$ cat src/common/dtc_consts.svh
// Register indexes, field positions, reset values and timing counts of the timer block.
`ifndef DTC_CONSTS_SVH
`define DTC_CONSTS_SVH

// ************
// Register indexes (byte address is four times the index)
// ************
`define DTC_IDX_CTRL_STATUS 8'h88
`define DTC_IDX_MODE 8'h89
`define DTC_IDX_T0_LOW 8'h8A
`define DTC_IDX_T1_LOW 8'h8B
`define DTC_IDX_T0_HIGH 8'h8C
`define DTC_IDX_T1_HIGH 8'h8D
`define DTC_IDX_IRQ_STATUS 8'h8E
`define DTC_IDX_IRQ_MASK 8'h8F

// ************
// Control/status register fields
// ************
`define DTC_CS_T1_OVF 7
`define DTC_CS_T1_RUN 6
`define DTC_CS_T0_OVF 5
`define DTC_CS_T0_RUN 4
`define DTC_CS_EXT0_EDGE 1
`define DTC_CS_EXT0_TYPE 0
`define DTC_CS_RESET 8'h00

// ************
// Mode register fields
// ************
`define DTC_MD_T1_MODE_HI 5
`define DTC_MD_T1_MODE_LO 4
`define DTC_MD_GATE 3
`define DTC_MD_CT 2
`define DTC_MD_T0_MODE_HI 1
`define DTC_MD_T0_MODE_LO 0
`define DTC_MD_RESET 6'h00

// ************
// Interrupt status bits and other reset values
// ************
`define DTC_IRQ_T0 0
`define DTC_IRQ_T1 1
`define DTC_IRQ_EXT0 2
`define DTC_IRQ_RESET 3'h0
`define DTC_COUNT_RESET 8'h00

// ************
// Timing
// ************
`define DTC_MC_CLOCKS 6

`endif

$ cat src/common/dtc_pkg.sv
// Types shared by the timer block.
package dtc_pkg;

	typedef enum logic [1:0] {
		DTC_MODE_13BIT = 2'b00,
		DTC_MODE_16BIT = 2'b01,
		DTC_MODE_RELOAD = 2'b10,
		DTC_MODE_SPLIT = 2'b11
	} dtc_mode_t;

	typedef logic [7:0] dtc_byte_t;

endpackage

$ cat src/hw/dtc_timer_counter.sv
// Timer/counter zero with four modes, timer one (timer only, stops in mode 3), external interrupt zero flag and an APB slave.
//
// The APB slave port was decided locally.
`timescale 1ns/1ps
`include "dtc_consts.svh"

module dtc_timer_counter
	import dtc_pkg::*;
#(
	parameter int ADDR_W = 12
) (
	// Clock and reset.
	input wire logic clk,
	input wire logic resetn,
	// APB slave.
	input wire logic psel,
	input wire logic penable,
	input wire logic pwrite,
	input wire logic [ADDR_W-1:0] paddr,
	input wire logic [31:0] pwdata,
	input wire logic [3:0] pstrb,
	output logic [31:0] prdata,
	output logic pready,
	output logic pslverr,
	// Pins.
	input wire logic timerZeroCountPin,
	input wire logic externalIrqZeroPin,
	// Interrupt service acknowledges.
	input wire logic ackTimerZero,
	input wire logic ackTimerOne,
	input wire logic ackExtIrqZero,
	// Outputs to the system.
	output logic irq,
	output logic timerOneOverflow
);

	initial begin
		if (ADDR_W < 10) begin
			$error("ADDR_W must be at least 10");
		end
	end

	// ************
	// State
	// ************
	logic [2:0] mcCount;
	logic tick;
	logic [2:0] t0Sync;
	logic [2:0] i0Sync;
	logic t0Level;
	logic i0Level;
	logic i0Prev;
	logic t0Sample;
	logic countPend;
	dtc_byte_t tl0;
	dtc_byte_t th0;
	dtc_byte_t tl1;
	dtc_byte_t th1;
	logic [5:0] modeReg;
	logic tf1;
	logic tr1;
	logic tf0;
	logic tr0;
	logic ie0;
	logic it0;
	logic [2:0] irqStatus;
	logic [2:0] irqMask;

	// ************
	// Decode
	// ************
	dtc_mode_t mode0;
	dtc_mode_t mode1;
	logic gate;
	logic countSel;
	logic [7:0] idx;
	logic mapped;
	logic wrEn;
	logic wrByte;
	dtc_byte_t wd;

	assign mode0 = dtc_mode_t'(modeReg[`DTC_MD_T0_MODE_HI:`DTC_MD_T0_MODE_LO]);
	assign mode1 = dtc_mode_t'(modeReg[`DTC_MD_T1_MODE_HI:`DTC_MD_T1_MODE_LO]);
	assign gate = modeReg[`DTC_MD_GATE];
	assign countSel = modeReg[`DTC_MD_CT];
	assign idx = paddr[9:2];
	assign mapped = (paddr[1:0] == 2'h0) && (paddr[ADDR_W-1:10] == '0) &&
		(idx >= `DTC_IDX_CTRL_STATUS) && (idx <= `DTC_IDX_IRQ_MASK);
	assign wrEn = psel && penable && pready && pwrite && !pslverr;
	assign wrByte = wrEn && pstrb[0];
	assign wd = pwdata[7:0];

	// ************
	// Count step
	// ************
	function automatic logic [16:0] next_count(input dtc_mode_t m, input dtc_byte_t hi,
		input dtc_byte_t lo);
		logic [16:0] r;
		r = {1'b0, hi, lo};
		case (m)
			DTC_MODE_13BIT: begin
				r[4:0] = lo[4:0] + 5'h01;
				if (lo[4:0] == 5'h1F) begin
					r[16:8] = {1'b0, hi} + 9'h001;
				end
			end
			DTC_MODE_16BIT: begin
				r = {1'b0, hi, lo} + 17'h00001;
			end
			DTC_MODE_RELOAD: begin
				if (lo == 8'hFF) begin
					r = {1'b1, hi, hi};
				end else begin
					r[7:0] = lo + 8'h01;
				end
			end
			default: begin
				r[16] = (lo == 8'hFF);
				r[7:0] = lo + 8'h01;
			end
		endcase
		return r;
	endfunction

	// ************
	// Machine cycle and pin sampling
	// ************
	assign tick = (mcCount == 3'(`DTC_MC_CLOCKS - 1));

	always_ff @(posedge clk or negedge resetn) begin
		if (!resetn) begin
			mcCount <= 3'h0;
		end else if (tick) begin
			mcCount <= 3'h0;
		end else begin
			mcCount <= mcCount + 3'h1;
		end
	end

	always_ff @(posedge clk or negedge resetn) begin
		if (!resetn) begin
			t0Sync <= 3'h0;
			i0Sync <= 3'h7;
			t0Level <= 1'b0;
			i0Level <= 1'b1;
		end else begin
			t0Sync <= {t0Sync[1:0], timerZeroCountPin};
			i0Sync <= {i0Sync[1:0], externalIrqZeroPin};
			if (t0Sync[1] == t0Sync[2]) begin
				t0Level <= t0Sync[2];
			end
			if (i0Sync[1] == i0Sync[2]) begin
				i0Level <= i0Sync[2];
			end
		end
	end

	always_ff @(posedge clk or negedge resetn) begin
		if (!resetn) begin
			t0Sample <= 1'b0;
			countPend <= 1'b0;
		end else if (tick) begin
			t0Sample <= t0Level;
			countPend <= t0Sample && !t0Level;
		end
	end

	// ************
	// Count enables
	// ************
	logic run0;
	logic inc0;
	logic incTh0;
	logic inc1;
	logic [16:0] res0;
	logic [16:0] res1;
	logic setTf0;
	logic setTf1;
	logic ovf1;
	logic extEvent;

	assign run0 = tr0 && (!gate || i0Level);
	assign inc0 = tick && run0 && (!countSel || countPend);
	assign incTh0 = tick && tr1 && (mode0 == DTC_MODE_SPLIT);
	assign inc1 = tick && (mode1 != DTC_MODE_SPLIT) &&
		(tr1 || (mode0 == DTC_MODE_SPLIT));
	assign res0 = next_count(mode0, th0, tl0);
	assign res1 = next_count(mode1, th1, tl1);
	assign setTf0 = inc0 && res0[16];
	assign ovf1 = inc1 && res1[16];
	assign setTf1 = (mode0 == DTC_MODE_SPLIT) ? (incTh0 && th0 == 8'hFF) : ovf1;
	assign extEvent = it0 ? (i0Prev && !i0Level) : !i0Level;

	// ************
	// Count registers
	// ************
	always_ff @(posedge clk or negedge resetn) begin
		if (!resetn) begin
			tl0 <= `DTC_COUNT_RESET;
		end else if (wrByte && idx == `DTC_IDX_T0_LOW) begin
			tl0 <= wd;
		end else if (inc0) begin
			tl0 <= res0[7:0];
		end
	end

	always_ff @(posedge clk or negedge resetn) begin
		if (!resetn) begin
			th0 <= `DTC_COUNT_RESET;
		end else if (wrByte && idx == `DTC_IDX_T0_HIGH) begin
			th0 <= wd;
		end else if (incTh0) begin
			th0 <= th0 + 8'h01;
		end else if (inc0 && mode0 != DTC_MODE_SPLIT) begin
			th0 <= res0[15:8];
		end
	end

	always_ff @(posedge clk or negedge resetn) begin
		if (!resetn) begin
			tl1 <= `DTC_COUNT_RESET;
			th1 <= `DTC_COUNT_RESET;
		end else begin
			if (wrByte && idx == `DTC_IDX_T1_LOW) begin
				tl1 <= wd;
			end else if (inc1) begin
				tl1 <= res1[7:0];
			end
			if (wrByte && idx == `DTC_IDX_T1_HIGH) begin
				th1 <= wd;
			end else if (inc1) begin
				th1 <= res1[15:8];
			end
		end
	end

	// ************
	// Control and mode registers
	// ************
	logic csWr;
	assign csWr = wrByte && idx == `DTC_IDX_CTRL_STATUS;

	always_ff @(posedge clk or negedge resetn) begin
		if (!resetn) begin
			modeReg <= `DTC_MD_RESET;
		end else if (wrByte && idx == `DTC_IDX_MODE) begin
			modeReg <= wd[5:0];
		end
	end

	always_ff @(posedge clk or negedge resetn) begin
		if (!resetn) begin
			tr0 <= 1'(`DTC_CS_RESET >> `DTC_CS_T0_RUN);
			tr1 <= 1'(`DTC_CS_RESET >> `DTC_CS_T1_RUN);
			it0 <= 1'(`DTC_CS_RESET >> `DTC_CS_EXT0_TYPE);
		end else if (csWr) begin
			tr0 <= wd[`DTC_CS_T0_RUN];
			tr1 <= wd[`DTC_CS_T1_RUN];
			it0 <= wd[`DTC_CS_EXT0_TYPE];
		end
	end

	always_ff @(posedge clk or negedge resetn) begin
		if (!resetn) begin
			tf0 <= 1'b0;
			tf1 <= 1'b0;
			ie0 <= 1'b0;
			i0Prev <= 1'b1;
		end else begin
			i0Prev <= i0Level;
			if (setTf0) begin
				tf0 <= 1'b1;
			end else if (ackTimerZero) begin
				tf0 <= 1'b0;
			end else if (csWr) begin
				tf0 <= wd[`DTC_CS_T0_OVF];
			end
			if (setTf1) begin
				tf1 <= 1'b1;
			end else if (ackTimerOne) begin
				tf1 <= 1'b0;
			end else if (csWr) begin
				tf1 <= wd[`DTC_CS_T1_OVF];
			end
			if (extEvent) begin
				ie0 <= 1'b1;
			end else if (ackExtIrqZero) begin
				ie0 <= 1'b0;
			end else if (csWr) begin
				ie0 <= wd[`DTC_CS_EXT0_EDGE];
			end
		end
	end

	// ************
	// Interrupt status, mask and output
	// ************
	logic [2:0] irqSet;
	assign irqSet = {extEvent, setTf1, setTf0};

	always_ff @(posedge clk or negedge resetn) begin
		if (!resetn) begin
			irqStatus <= `DTC_IRQ_RESET;
		end else if (wrByte && idx == `DTC_IDX_IRQ_STATUS) begin
			irqStatus <= irqSet | (irqStatus & ~wd[2:0]);
		end else begin
			irqStatus <= irqSet | irqStatus;
		end
	end

	always_ff @(posedge clk or negedge resetn) begin
		if (!resetn) begin
			irqMask <= `DTC_IRQ_RESET;
		end else if (wrByte && idx == `DTC_IDX_IRQ_MASK) begin
			irqMask <= wd[2:0];
		end
	end

	always_ff @(posedge clk or negedge resetn) begin
		if (!resetn) begin
			irq <= 1'b0;
			timerOneOverflow <= 1'b0;
		end else begin
			irq <= |(irqStatus & irqMask);
			timerOneOverflow <= ovf1;
		end
	end

	// ************
	// APB answer
	// ************
	logic [7:0] rdByte;

	always_comb begin
		case (idx)
			`DTC_IDX_CTRL_STATUS: rdByte = {tf1, tr1, tf0, tr0, 2'b00, ie0, it0};
			`DTC_IDX_MODE: rdByte = {2'b00, modeReg};
			`DTC_IDX_T0_LOW: rdByte = tl0;
			`DTC_IDX_T1_LOW: rdByte = tl1;
			`DTC_IDX_T0_HIGH: rdByte = th0;
			`DTC_IDX_T1_HIGH: rdByte = th1;
			`DTC_IDX_IRQ_STATUS: rdByte = {5'h00, irqStatus};
			`DTC_IDX_IRQ_MASK: rdByte = {5'h00, irqMask};
			default: rdByte = 8'h00;
		endcase
	end

	always_ff @(posedge clk or negedge resetn) begin
		if (!resetn) begin
			pready <= 1'b0;
			pslverr <= 1'b0;
			prdata <= 32'h00000000;
		end else if (psel && penable && !pready) begin
			pready <= 1'b1;
			pslverr <= !mapped;
			prdata <= (mapped && !pwrite) ? {24'h000000, rdByte} : 32'h00000000;
		end else begin
			pready <= 1'b0;
			pslverr <= 1'b0;
		end
	end

endmodule

$ cat config.mk
export PLATFORM = sky130hd
export DESIGN_NAME = dtc_timer_counter
export DESIGN_NICKNAME = d
export VERILOG_FILES = /design/src/common/dtc_pkg.sv /design/src/hw/dtc_timer_counter.sv
export VERILOG_INCLUDE_DIRS = /design/src /design/src/common
export SDC_FILE = /design/constraint.sdc
export NUM_CORES = 1
export LEC_CHECK = 0
export BUFFER_PORTS_ARGS = -buffer_cell sky130_fd_sc_hd__buf_2
export CORE_UTILIZATION = 51
export CTS_CLUSTER_SIZE = 14
export DETAILED_ROUTE_END_ITERATION = 12
export MAX_ROUTING_LAYER = met4
export PLACE_DENSITY = 0.77
export SLEW_MARGIN = 5
export SYNTH_ARGS = -nofsm -noshare
export SYNTH_HDL_FRONTEND = slang
export SYNTH_SLANG_ARGS = --single-unit
$ cat constraint.sdc
create_clock -name clk -period 2.1 [get_ports clk]
set_clock_uncertainty 0.1 [all_clocks]
set_input_delay 0 -clock clk [delete_from_list [all_inputs] [get_ports clk]]
set_output_delay 0 -clock clk [all_outputs]
set_load 0.005 [all_outputs]
# Yosys cells after proc, flatten, opt, wreduce, memory -nomap -nowiden
# Index checks and enable logic that the tools add are counted.
word_totals:
  reg_bits: 100
  in_bits: 58
  output_inout_bits: 36
  word_cells: 174
op_classes:
  n_addsub: 10
  order_cmp: 2
  eq_ne: 29
  muxes: 40
  n_bitwise: 5
  n_reduce_logical: 60
ops:
  columns: ["cell", "count"]
  rows:
  - ["8-bit two-way mux", 12]
  - ["8-bit == test (second input constant)", 11]
  - ["8-bit one-hot mux with 8 select lines", 1]
  - ["8-bit one-hot mux with 3 select lines", 2]
  - ["9-bit two-way mux", 4]
  - ["16-bit by 1-bit adder with 17-bit output (second input constant)", 2]
  - ["1-bit logical AND", 31]
  - ["5-bit one-hot mux with 3 select lines", 2]
  - ["8-bit by 1-bit adder with 8-bit output (second input constant)", 3]
  - ["8-bit by 1-bit adder with 9-bit output (second input constant)", 2]
  - ["3-bit one-hot mux with 3 select lines", 2]
  - ["3-bit nonzero test", 5]
  - ["1-bit two-way mux", 13]
  - ["5-bit by 1-bit adder with 5-bit output (second input constant)", 2]
  - ["5-bit == test (second input constant)", 2]
  - ["2-bit inequality test (second input constant)", 5]
  - ["8-bit greater-or-equal comparator (second input constant)", 1]
  - ["8-bit <= comparator (second input constant)", 1]
  - ["1-bit logical NOT", 8]
  - ["2-bit logical NOT", 4]
  - ["4-bit AND reduction", 2]
  - ["3-bit AND", 2]
  - ["2-bit == test (second input constant)", 3]
  - ["3-bit two-way mux", 2]
  - ["14 further kinds", 24]

# Depth between registers and ports, before layout
# Gate-level depths: netlist of the first run.
logic_depth:
  word_depth: 9
  ltp_mapped: 9
  ltp_nobuf: 8

# Worst setup path before layout of the first run
# Ideal clock, no wire load.
synth_path:
  path_kind: "register to register"
  startpoint: "register modeReg[0]"
  endpoint: "register th0[7]"
  setup_time_ps: 82
  t_arrival_ps: 2006
  t_required_ps: 1918
  path_slack_ps: -88
  stages_incl_launch_ff: 9
  path_buffers: 1
  synth_period_minus_slack_ps: 2188
  path_cell_list: "dfrtp_1 -> inv_1 -> ha_1 -> clkbuf_1 -> o21ba_2 -> nand4_1 -> a221o_1 -> or3_1 -> a31oi_1"
synth_via:
  elab_chain_cells: 5
  elab_cells_between_ends: 16
  cone_classes: "eq/ne: 6; mux: 4; reduce/logical: 6"
synth_lines:
  columns: ["item", "line", "rtl"]
  rows:
  - ["from (decl)", "dtc_timer_counter.sv:59", "logic [5:0] modeReg;"]
  - ["from (signal assigned)", "dtc_timer_counter.sv:245", "modeReg <= `DTC_MD_RESET;"]
  - ["from (signal assigned)", "dtc_timer_counter.sv:247", "modeReg <= wd[5:0];"]
  - ["2-bit == test (tied with other cells)", "dtc_timer_counter.sv:100", "case (m)"]
  - ["8-bit one-hot mux with 3 select lines", "dtc_timer_counter.sv:100", null]
  - ["8-bit two-way mux", "dtc_timer_counter.sv:214", "end else if (inc0 && mode0 != DTC_MODE_SPLIT) begin"]
  - ["8-bit two-way mux", "dtc_timer_counter.sv:212", "end else if (incTh0) begin"]
  - ["8-bit two-way mux", "dtc_timer_counter.sv:210", "end else if (wrByte && idx == `DTC_IDX_T0_HIGH) begin"]
  - ["to (signal assigned)", "dtc_timer_counter.sv:211", "th0 <= wd;"]
  - ["to (signal assigned)", "dtc_timer_counter.sv:213", "th0 <= th0 + 8'h01;"]
  - ["to (signal assigned)", "dtc_timer_counter.sv:215", "th0 <= res0[15:8];"]
  - ["to (decl)", "dtc_timer_counter.sv:56", "dtc_byte_t th0;"]
# Parallel ways exist; a longest one is shown, timed or not. The select of a mux whose other input is x is not followed.
# A chain may end at the register's enable or synchronous reset.

# Final worst setup path of the first run
layout_path:
  startpoint: "register modeReg[1]"
  endpoint: "register th0[4]"
# The elaborated chain is that of the path after synthesis.

==> results of run 1 <==
==> Yosys cell counts (all sizes together) (3+ instances only) <==
cell type / n / area [um2]
nand3: 27 / 135.1
nor4b: 3 / 32.53
dfstp: 5 / 131.4
mux2i: 13 / 130.1
nand4: 5 / 31.28
a22oi: 7 / 52.55
a211oi: 5 / 37.54
a21oi: 23 / 115.1
and3: 10 / 62.56
and4: 5 / 43.79
nor2b: 4 / 25.02
a221oi: 7 / 61.31
o31ai: 4 / 30.03
o22ai: 6 / 37.54
mux4: 3 / 67.56
o21ai: 55 / 275.3
nand2: 67 / 251.5
nor3: 22 / 120.1
inv: 17 / 63.81
o211ai: 7 / 52.55
nand2b: 7 / 43.79
clkbuf: 15 / 60.05
a31oi: 8 / 50.05
or2: 3 / 18.77
nor2: 52 / 195.2
dfrtp: 71 / 1777
nor4: 5 / 37.53
xnor2: 8 / 70.07
mux2: 13 / 150.1
xor2: 5 / 43.79
ha: 12 / 150.1
a21o: 5 / 37.54
buf: 37 / 249.0
==> layer usage <==
| layer | vias up | routed length (um) | track usage (%) |
|---|---|---|---|
| met1 | 2431 | 6780 | 44.60 |
| li1 | 2301 | - | - |
| met2 | 280 | 7499 | 51.90 |
| met4 | 0 | 502 | 14.27 |
| met5 | - | 0 | - |
| met3 | 43 | 1332 | 5.340 |
==> sequential cells by signal (all words and copies together), names as in the netlist, 3 cells and up <==
| name | cells |
|---|---|
| t0Sync | 3 |
| i0Sync | 3 |
| th1 | 8 |
| modeReg | 6 |
| tl0 | 8 |
| tl1 | 8 |
| irqMask | 3 |
| th0 | 8 |
| prdata | 8 |
| irqStatus | 3 |
| mcCount | 3 |
==> through the flow <==
| stage | instances | total power [mW] |
|---|---|---|
| finish | 835 | 3.054 |
| global route | 835 | 3.160 |
| CTS | 834 | 3.053 |
| detailed placement | 799 | 1.782 |
| global placement | 799 | 1.776 |
| floorplan | 597 | 1.679 |
==> cells in the final DEF, fill, tap and decap left out, drive strengths merged, types with 3 or more instances in the layout <==
master,n
nor2b,4
nand3,27
o211ai,7
o22ai,6
conb,24
mux2,13
dfstp,5
inv,19
buf,127
and3,10
dfrtp,71
nand2,67
nand4,5
nand2b,7
nor3,22
mux2i,13
o21ai,55
and4,5
nor2,52
ha,12
or3,3
nor4b,3
xnor2,8
a21o,5
a31oi,8
a21oi,23
mux4,3
clkbuf,11
xor2,5
nor4,5
o31ai,4
a211oi,5
dlygate4sd3,17
a221oi,7
a22oi,7
or2,3
==> kinds of logic (layout without fill, tap and decap cells) <==
family                     count (synthesis)  count (layout)  share of synthesized area (%)
and+or+nand+nor                          223             224                          22.25
AOI/OAI and AO/OA                        149             149                          19.16
DFF                                       76              76                          38.34
buffers and inverters                     69             177                          7.491
muxes                                     29              29                          6.988
adders and majority gates                 14              14                          3.419
xor gates and xnor gates                  13              13                          2.288
other                                      1              24                        0.07534
==> critical path: cells and delay by family, from the launching register on <==
| kind | cells | cell delay (ns) |
|---|---|---|
| buffers and inverters | 2 | 0.28 |
| and+or+nand+nor | 3 | 0.45 |
| DFF | 1 | 0.42 |
| AOI/OAI and AO/OA | 3 | 0.58 |
| adders and majority gates | 1 | 0.19 |
==> layout make-up <==
class / instances / area share [%]
inverters: 17 / 1.003
multi-input cells: 453 / 46.67
clock inverters: 5 / 1.062
well taps: 129 / 2.536
repair buffers: 144 / 16.36
flip-flops and latches: 76 / 30.00
clock buffers: 11 / 2.379
==> worst max-delay path by stage <==
stage          slack [ns]  endpoint  depth (start not counted)
2_1_floorplan       -0.02    th0[7]                          7
3_3_place_gp        0.002    th0[7]                          7
3_5_place_dp        -0.10    th0[5]                          8
4_1_cts             -0.04    th0[5]                          8
5_1_grt             -0.13    th0[7]                          8
6_report            -0.05    th0[4]                          9
==> power breakdown <==
group | switching (mW) | total [mW] | leakage (nW) | internal (mW)
logic | 0.162 | 0.277 | 1.77 | 0.115
registers | 0.0164 | 1.51 | 0.882 | 1.49
clock network | 0.638 | 1.27 | 0.112 | 0.631
==> timing repair <==
item,4_1_cts,5_1_grt
endpoints found under the hold margin,121,0
setup buffers,2,1
setup endpoints to repair,10,31
gates resized for setup,14,33
pin swaps,6,1
hold buffers,17,0
gates cloned,0,1
==> results.toml, run 1 <==
[routing]
wl_per_cell_um = 19.30
drtIter0Drc = 370
first_pass_iters = 5
ant_nets = 0
avgViaCountPerCell = 6.054
routed_wl_um = 16110
dr_total_vias = 5055
drc = 0

[timing]
setup-tns-final_ns = -0.1210
period_minus_slack_ns = 2.151
max_slew_margin_pct = 67.58
finalHoldWorstSlack_ns = 0.01399
hold_violations = 0
period_share_pct = 102.4
layout_setup_ws_ns = -0.05115
rsz0062_at_grt = "true"
worst_pin_slew_ns = 0.4740
fmax_ghz = 0.4649
setup_violations = 4
slew_violations = 0

[synth]
synthDistinctLibCells = 72
syn_avg_cell_area_um2 = 8.671
synthCells = 574
async_flop_share_pct = 100.0
yosysSeqAreaShare_pct = 38.34
synth-seq-cells = 76
syn-cell-area_mm2 = 0.004977
ys.warnings.count = 0
synth_edf_count = 0
ys.flop_type = "dfrtp_1"

[cts]
clock_latency_ns = 0.38
clk_pin_slew_ns = 0.09
cts_buffers = 9
cts_sinks = 76
cts_buffer_depth = 2
cts_max_level = 3
cts-root-buf = "clkbuf_8"
tritoncts = "built"

[place]
hpwl_um = 11640
routabilityCongestion = 0.9771
preCtsSetupSlack_ns = -0.1048
numPortBuffers = 42
place_area_mm2 = 0.005772

[global_routing]
grt_max_degree = 32
overflow = 0
grt_pass1_vias = 4729
grt_pass1_wl_um = 24840
antenna_found_initial = 0
grtUsageTotal_pct = 33.80

[cells_and_area]
register_area_mm2 = 0.001909
fin_area_mm2 = 0.006365
nets = 771
nFillCells = 769
multi_input_area_mm2 = 0.002970
antennaDiodeCount = 0
fin_util_pct = 68.24
drive_gt1_share_pct = 29.46
syn_to_final_growth_pct = 27.88

[floorplan]
initial_core_util_pct = 53.36
dieWidth_um = 100.8
ioPinCount = 94
dieHeight_um = 100.8
die-area_mm2 = 0.01016
fp.coreArea_mm2 = 0.009328
rows = 35

[worst_setup_path]
arrival_ns = 2.29
cp-startpoint = "modeReg[1]"
reg2regPathDepth = 9
end_kind = "flip-flop"
r2r-start = "modeReg[1]"
max_stage_delay_ns = 0.42
cpMaxStageDelayCell = "dfrtp_1"
cp-start-kind = "flip-flop"
cp_max_fo = 4
r2r-end = "th0[4]"
rrSetupSlack_ns = -0.05
crit_chain = "inv_2 -> ha_2 -> o21ba_4 -> nand4_1 -> a221o_1 -> buf_4 -> nor3_4 -> and4_1 -> a211oi_1"
critPathRequiredTime_ns = 2.24
worstSetupPathType = "reg2reg"

[power_and_ir_drop]
peakVddDrop_uv = 287.1
power_density_mw_per_mm2 = 479.9
leakage_nw = 2.768

[outcome]
failed_checks = "negative setup slack"
outcome = "finished, violations left"

[hold_path]
hp-class = "in2async"

[job]
maxCapViolations = 0
No activity file was read; power rests on OpenSTA's default activity.
==> inputs of run 2 (changes only) <==
--- a/config.mk
+++ b/config.mk
@@ -7,11 +7,11 @@
 export NUM_CORES = 1
 export LEC_CHECK = 0
 export BUFFER_PORTS_ARGS = -buffer_cell sky130_fd_sc_hd__buf_2
-export CORE_UTILIZATION = 51
+export CORE_UTILIZATION = 49
 export CTS_CLUSTER_SIZE = 14
 export DETAILED_ROUTE_END_ITERATION = 12
 export MAX_ROUTING_LAYER = met4
-export PLACE_DENSITY = 0.77
+export PLACE_DENSITY = 0.75
 export SLEW_MARGIN = 5
 export SYNTH_ARGS = -nofsm -noshare
 export SYNTH_HDL_FRONTEND = slang
==> results.toml, run 2 (synthesis results as in run 1) <==
[cts]
clock_latency_ns = 0.36
cts_max_level = 3
tritoncts = "built"
cts-root-buf = "clkbuf_8"
clk_pin_slew_ns = 0.09
cts_buffers = 9
cts_buffer_depth = 2
cts_sinks = 76

[routing]
avgViaCountPerCell = 6.019
ant_nets = 0
routed_wl_um = 15290
dr_total_vias = 4984
drc = 0
wl_per_cell_um = 18.46
first_pass_iters = 5
drtIter0Drc = 315

[place]
numPortBuffers = 42
routabilityCongestion = 0.9830
hpwl_um = 10960
dp_cells = 788

[global_routing]
overflow = 0
grt_pass1_vias = 4566
grt_max_degree = 77
grtUsageTotal_pct = 30.53
grt_pass1_wl_um = 23340
antenna_found_initial = 1

[timing]
max_slew_margin_pct = 34.87
hold_violations = 4
setup_violations = 1
finalHoldWorstSlack_ns = -0.01793
layout_setup_ws_ns = -0.009159
worst_pin_slew_ns = 0.9770
setup-tns-final_ns = -0.009159
fmax_ghz = 0.4741
slew_violations = 0
period_minus_slack_ns = 2.109
rsz0062_at_grt = "true"
period_share_pct = 100.4

[floorplan]
dieWidth_um = 102.8
ioPinCount = 94
rows = 36
dieHeight_um = 102.8
initial_core_util_pct = 50.69
fp.coreArea_mm2 = 0.009819
die-area_mm2 = 0.01056

[power_and_ir_drop]
peakVddDrop_uv = 353.9
power_density_mw_per_mm2 = 462.7
leakage_nw = 2.702

[worst_setup_path]
crit_buf_inv = 0
cp-start-kind = "flip-flop"
r2r-end = "th0[7]"
arrival_ns = 2.29
rrSetupSlack_ns = -0.009
end_kind = "flip-flop"
cp-startpoint = "modeReg[1]"
critPathRequiredTime_ns = 2.28
reg2regPathDepth = 6
cp_top_family = "compound AO/OA/AOI/OAI gates"
r2r-start = "modeReg[1]"
worstSetupPathType = "reg2reg"
cp_max_fo = 5
max_stage_delay_ns = 0.48
crit_chain = "ha_4 -> o21ba_4 -> nand4_1 -> a221o_2 -> or3_1 -> a31oi_1"
cpMaxStageDelayCell = "a221o_2"

[job]
maxCapViolations = 0

[outcome]
outcome = "finished, violations left"
failed_checks = "negative hold slack, negative setup slack"

[cells_and_area]
nets = 759
fin_cells = 828
syn_to_final_growth_pct = 27.45
fin_util_pct = 64.60
layout_commonest_cell = "buf_4"
drive_gt1_share_pct = 29.39
mostFrequentLayoutCells = "buf_4, dfrtp_1, nand2_1"

[hold_path]
min_path_cells = 4
whs_endpoint = "prdata[6]"
hold_start = "pwrite"
hp-class = "in2reg"
[run 2: worst max-delay path by stage]
stage                        end  depth (start not counted)
final                     th0[7]                          6
after detailed placement  th0[5]                          6
after global placement    th0[5]                          6
after global routing      th0[5]                          8
after floorplan           th0[7]                          7
after CTS                 th0[5]                          7
[run 2: per-stage QoR]
stage	area [um2]	power, mW	worst slack, ns	hold slack, ns
floorplan	5082	1.679	-0.01596	-0.3956
global placement	5677	1.760	-0.06342	0.008705
detailed placement	5677	1.764	-0.1574	0.006841
CTS	6128	2.944	-0.008663	0.002088
global route	6344	3.031	-0.08740	0.06021
finish	6344	2.935	-0.009159	-0.01793
[run 2: repair_timing]
item / 4_1_cts / 5_1_grt
resized for setup: 16 / 47
pin swaps: 3 / 12
setup buffers: 1 / 4
hold endpoints to repair: 118 / 0
hold buffers: 17 / 0
setup endpoints to repair: 16 / 30
cloned: 1 / 0
[run 2: per-layer routing]
metal	share of wire, %	vias to the layer above	global-route usage [%]	wire [um]
met4	4.7	0	14.41	716
li1	-	2268	-	-
met2	46	256	46.15	6958
met5	0	-	-	0
met3	9.6	64	8.339	1468
met1	40	2396	37.95	6144
[run 2: final cells by class]
class | count | area (um2)
tap | 133 | 166.4
timing repair buffer | 132 | 959.7
antenna | 1 | 2.502
sequential | 76 | 1911
clock buffer | 11 | 141.4
fill | 837 | 3476
inverter | 17 | 63.81
multi-input combinational | 453 | 3038
clock inverter | 5 | 61.31
[run 2: tightest hold or removal path, stage by stage]
cell and delay, ns:
buf_2 0.09, nor2_1 0.04, nand2_1 0.18, o21ai_0 0.10
[run 2: power by group]
part           switching, mW  internal [mW]  leakage [nW]
registers             0.0178           1.49         0.882
clock network          0.584          0.584        0.0918
logic                  0.154          0.105          1.73
==> inputs of run 3 (changes only) <==
--- a/config.mk
+++ b/config.mk
@@ -16,3 +16,4 @@
 export SYNTH_ARGS = -nofsm -noshare
 export SYNTH_HDL_FRONTEND = slang
 export SYNTH_SLANG_ARGS = --single-unit
+export TNS_END_PERCENT = 1
==> constraint.sdc (replaced) <==
create_clock -name clk -period 2.1 [get_ports clk]
set_clock_uncertainty 0.1 [all_clocks]
set_input_delay 0.21 -clock clk [delete_from_list [all_inputs] [get_ports clk]]
set_output_delay 0.21 -clock clk [all_outputs]
set_load 0.005 [all_outputs]
==> results.toml, run 3 (synthesis results as in run 1) <==
[outcome]
outcome = "finished, violations left"
failed_checks = "negative hold slack, negative setup slack"

[timing]
finalHoldWorstSlack_ns = -0.003154
period_minus_slack_ns = 2.183
max_slew_margin_pct = 65.99
slew_violations = 0
rsz0062_at_grt = "true"
worst_pin_slew_ns = 0.5101
fmax_ghz = 0.4581
setup_violations = 8
setup-tns-final_ns = -0.2667
layout_setup_ws_ns = -0.08297
hold_violations = 1
period_share_pct = 104.0

[cells_and_area]
drive_gt1_share_pct = 29.51
layout_commonest_cell = "buf_4"
nets = 763
fin_util_pct = 64.00
antennaDiodeCount = 0
mostFrequentLayoutCells = "buf_4, dfrtp_1, nand2_1"
multi_input_area_mm2 = 0.002945
register_area_mm2 = 0.001908
nFillCells = 861
syn_to_final_growth_pct = 26.27

[cts]
cts-root-buf = "clkbuf_8"
cts_sinks = 76
clk_pin_slew_ns = 0.08
tritoncts = "built"
cts_buffer_depth = 2
clock_latency_ns = 0.37
cts_max_level = 3
cts_buffers = 9

[routing]
ant_nets = 0
dr_total_vias = 4977
drtIter0Drc = 382
avgViaCountPerCell = 5.989
routed_wl_um = 15470
drc = 0
first_pass_iters = 5
wl_per_cell_um = 18.62

[floorplan]
fp.coreArea_mm2 = 0.009819
dieWidth_um = 102.8
ioPinCount = 94
dieHeight_um = 102.8
die-area_mm2 = 0.01056
initial_core_util_pct = 50.69
rows = 36

[worst_setup_path]
r2r-start = "modeReg[0]"
cpMaxStageDelayCell = "a221o_2"
cp_max_fo = 5
crit_chain = "buf_4 -> ha_2 -> o21ba_2 -> nand4_1 -> a221o_2 -> nor3_4 -> a311oi_1 -> nor3_1"
cp_top_family = "compound AO/OA/AOI/OAI gates"
max_stage_delay_ns = 0.49
cp-start-kind = "flip-flop"
cp.depth = 8
critPathRequiredTime_ns = 2.28
worstSetupPathType = "reg2reg"
end_kind = "flip-flop"
r2r-end = "th0[5]"
reg2regPathDepth = 8
arrival_ns = 2.36
crit_buf_inv = 1
rrSetupSlack_ns = -0.08

[power_and_ir_drop]
peakVddDrop_uv = 298.0
leakage_nw = 2.742
power_density_mw_per_mm2 = 481.8

[place]
routabilityCongestion = 0.9641
numPortBuffers = 42
hpwl_um = 11460
preCtsSetupSlack_ns = -0.07248

[global_routing]
grt_pass1_wl_um = 23710
overflow = 0
antenna_found_initial = 0
grtUsageTotal_pct = 31.42
grt_pass1_vias = 4519
grt_max_degree = 42

[hold_path]
hp-class = "in2reg"
hold_start = "pwdata[4]"
whs_endpoint = "tl1[4]"
min_path_cells = 2

[job]
maxCapViolations = 0
run 3: changes by cell type in the layout (fill, tap and decap cells not counted), moves of 3 or more:
cell and change:
ha_4 -5, a221oi_2 -3, buf_4 +13, o21ai_1 -3
a221oi_1 +3, o21ai_0 +3, nor3_2 -4, dlygate4sd3_1 -11
ha_2 +4
run 3: per-layer routing:
layer	track usage [%]	routed length [um]
met1	41.75	6479
met2	49.13	7295
met3	4.271	1308
met4	11.48	390
met5	-	0
run 3: worst max path at each step:
| stage | startpoint | slack [ns] | end |
|---|---|---|---|
| 6_report | modeReg[0] | -0.08 | th0[5] |
| 5_1_grt | modeReg[0] | -0.17 | th0[5] |
| 4_1_cts | pslverr | -0.02 | tr1 |
| 3_5_place_dp | modeReg[1] | -0.07 | tl1[5] |
| 3_3_place_gp | modeReg[1] | -0.02 | tl1[5] |
| 2_1_floorplan | modeReg[0] | -0.02 | th0[7] |
run 3: where the power goes:
part	leakage (nW)	internal [mW]	switching, mW	total, mW
sequential	0.882	1.49	0.0152	1.51
combinational	1.75	0.106	0.160	0.266
clock	0.107	0.670	0.586	1.26
run 3: per-stage QoR:
stage / cells / power (mW) / area [um2]
floorplan: 597 / 1.679 / 5082
global route: 831 / 3.133 / 6285
detailed placement: 806 / 1.786 / 5837
CTS: 828 / 3.027 / 6140
global placement: 806 / 1.779 / 5837
finish: 831 / 3.028 / 6285
run 3: worst register-to-register path: stages (launching register included):
cell	delay, ns
dfrtp_1	0.40
buf_4	0.13
ha_2	0.17
o21ba_2	0.14
nand4_1	0.15
a221o_2	0.49
nor3_4	0.17
a311oi_1	0.14
nor3_1	0.20
run 3: layout make-up:
class	count	area share (%)
multi-input combinational	453	46.86
clock buffer	10	2.031
inverter	17	1.015
clock inverter	6	1.374
tap	133	2.648
sequential	76	30.36
timing repair buffer	136	15.71
run 3: repair_timing:
action	CTS	global route
setup endpoints to repair	17	36
gates resized for setup	7	35
hold endpoints to repair	35	0
hold buffers	6	0
gates cloned	0	1
pin swaps	2	8
setup buffers	0	2
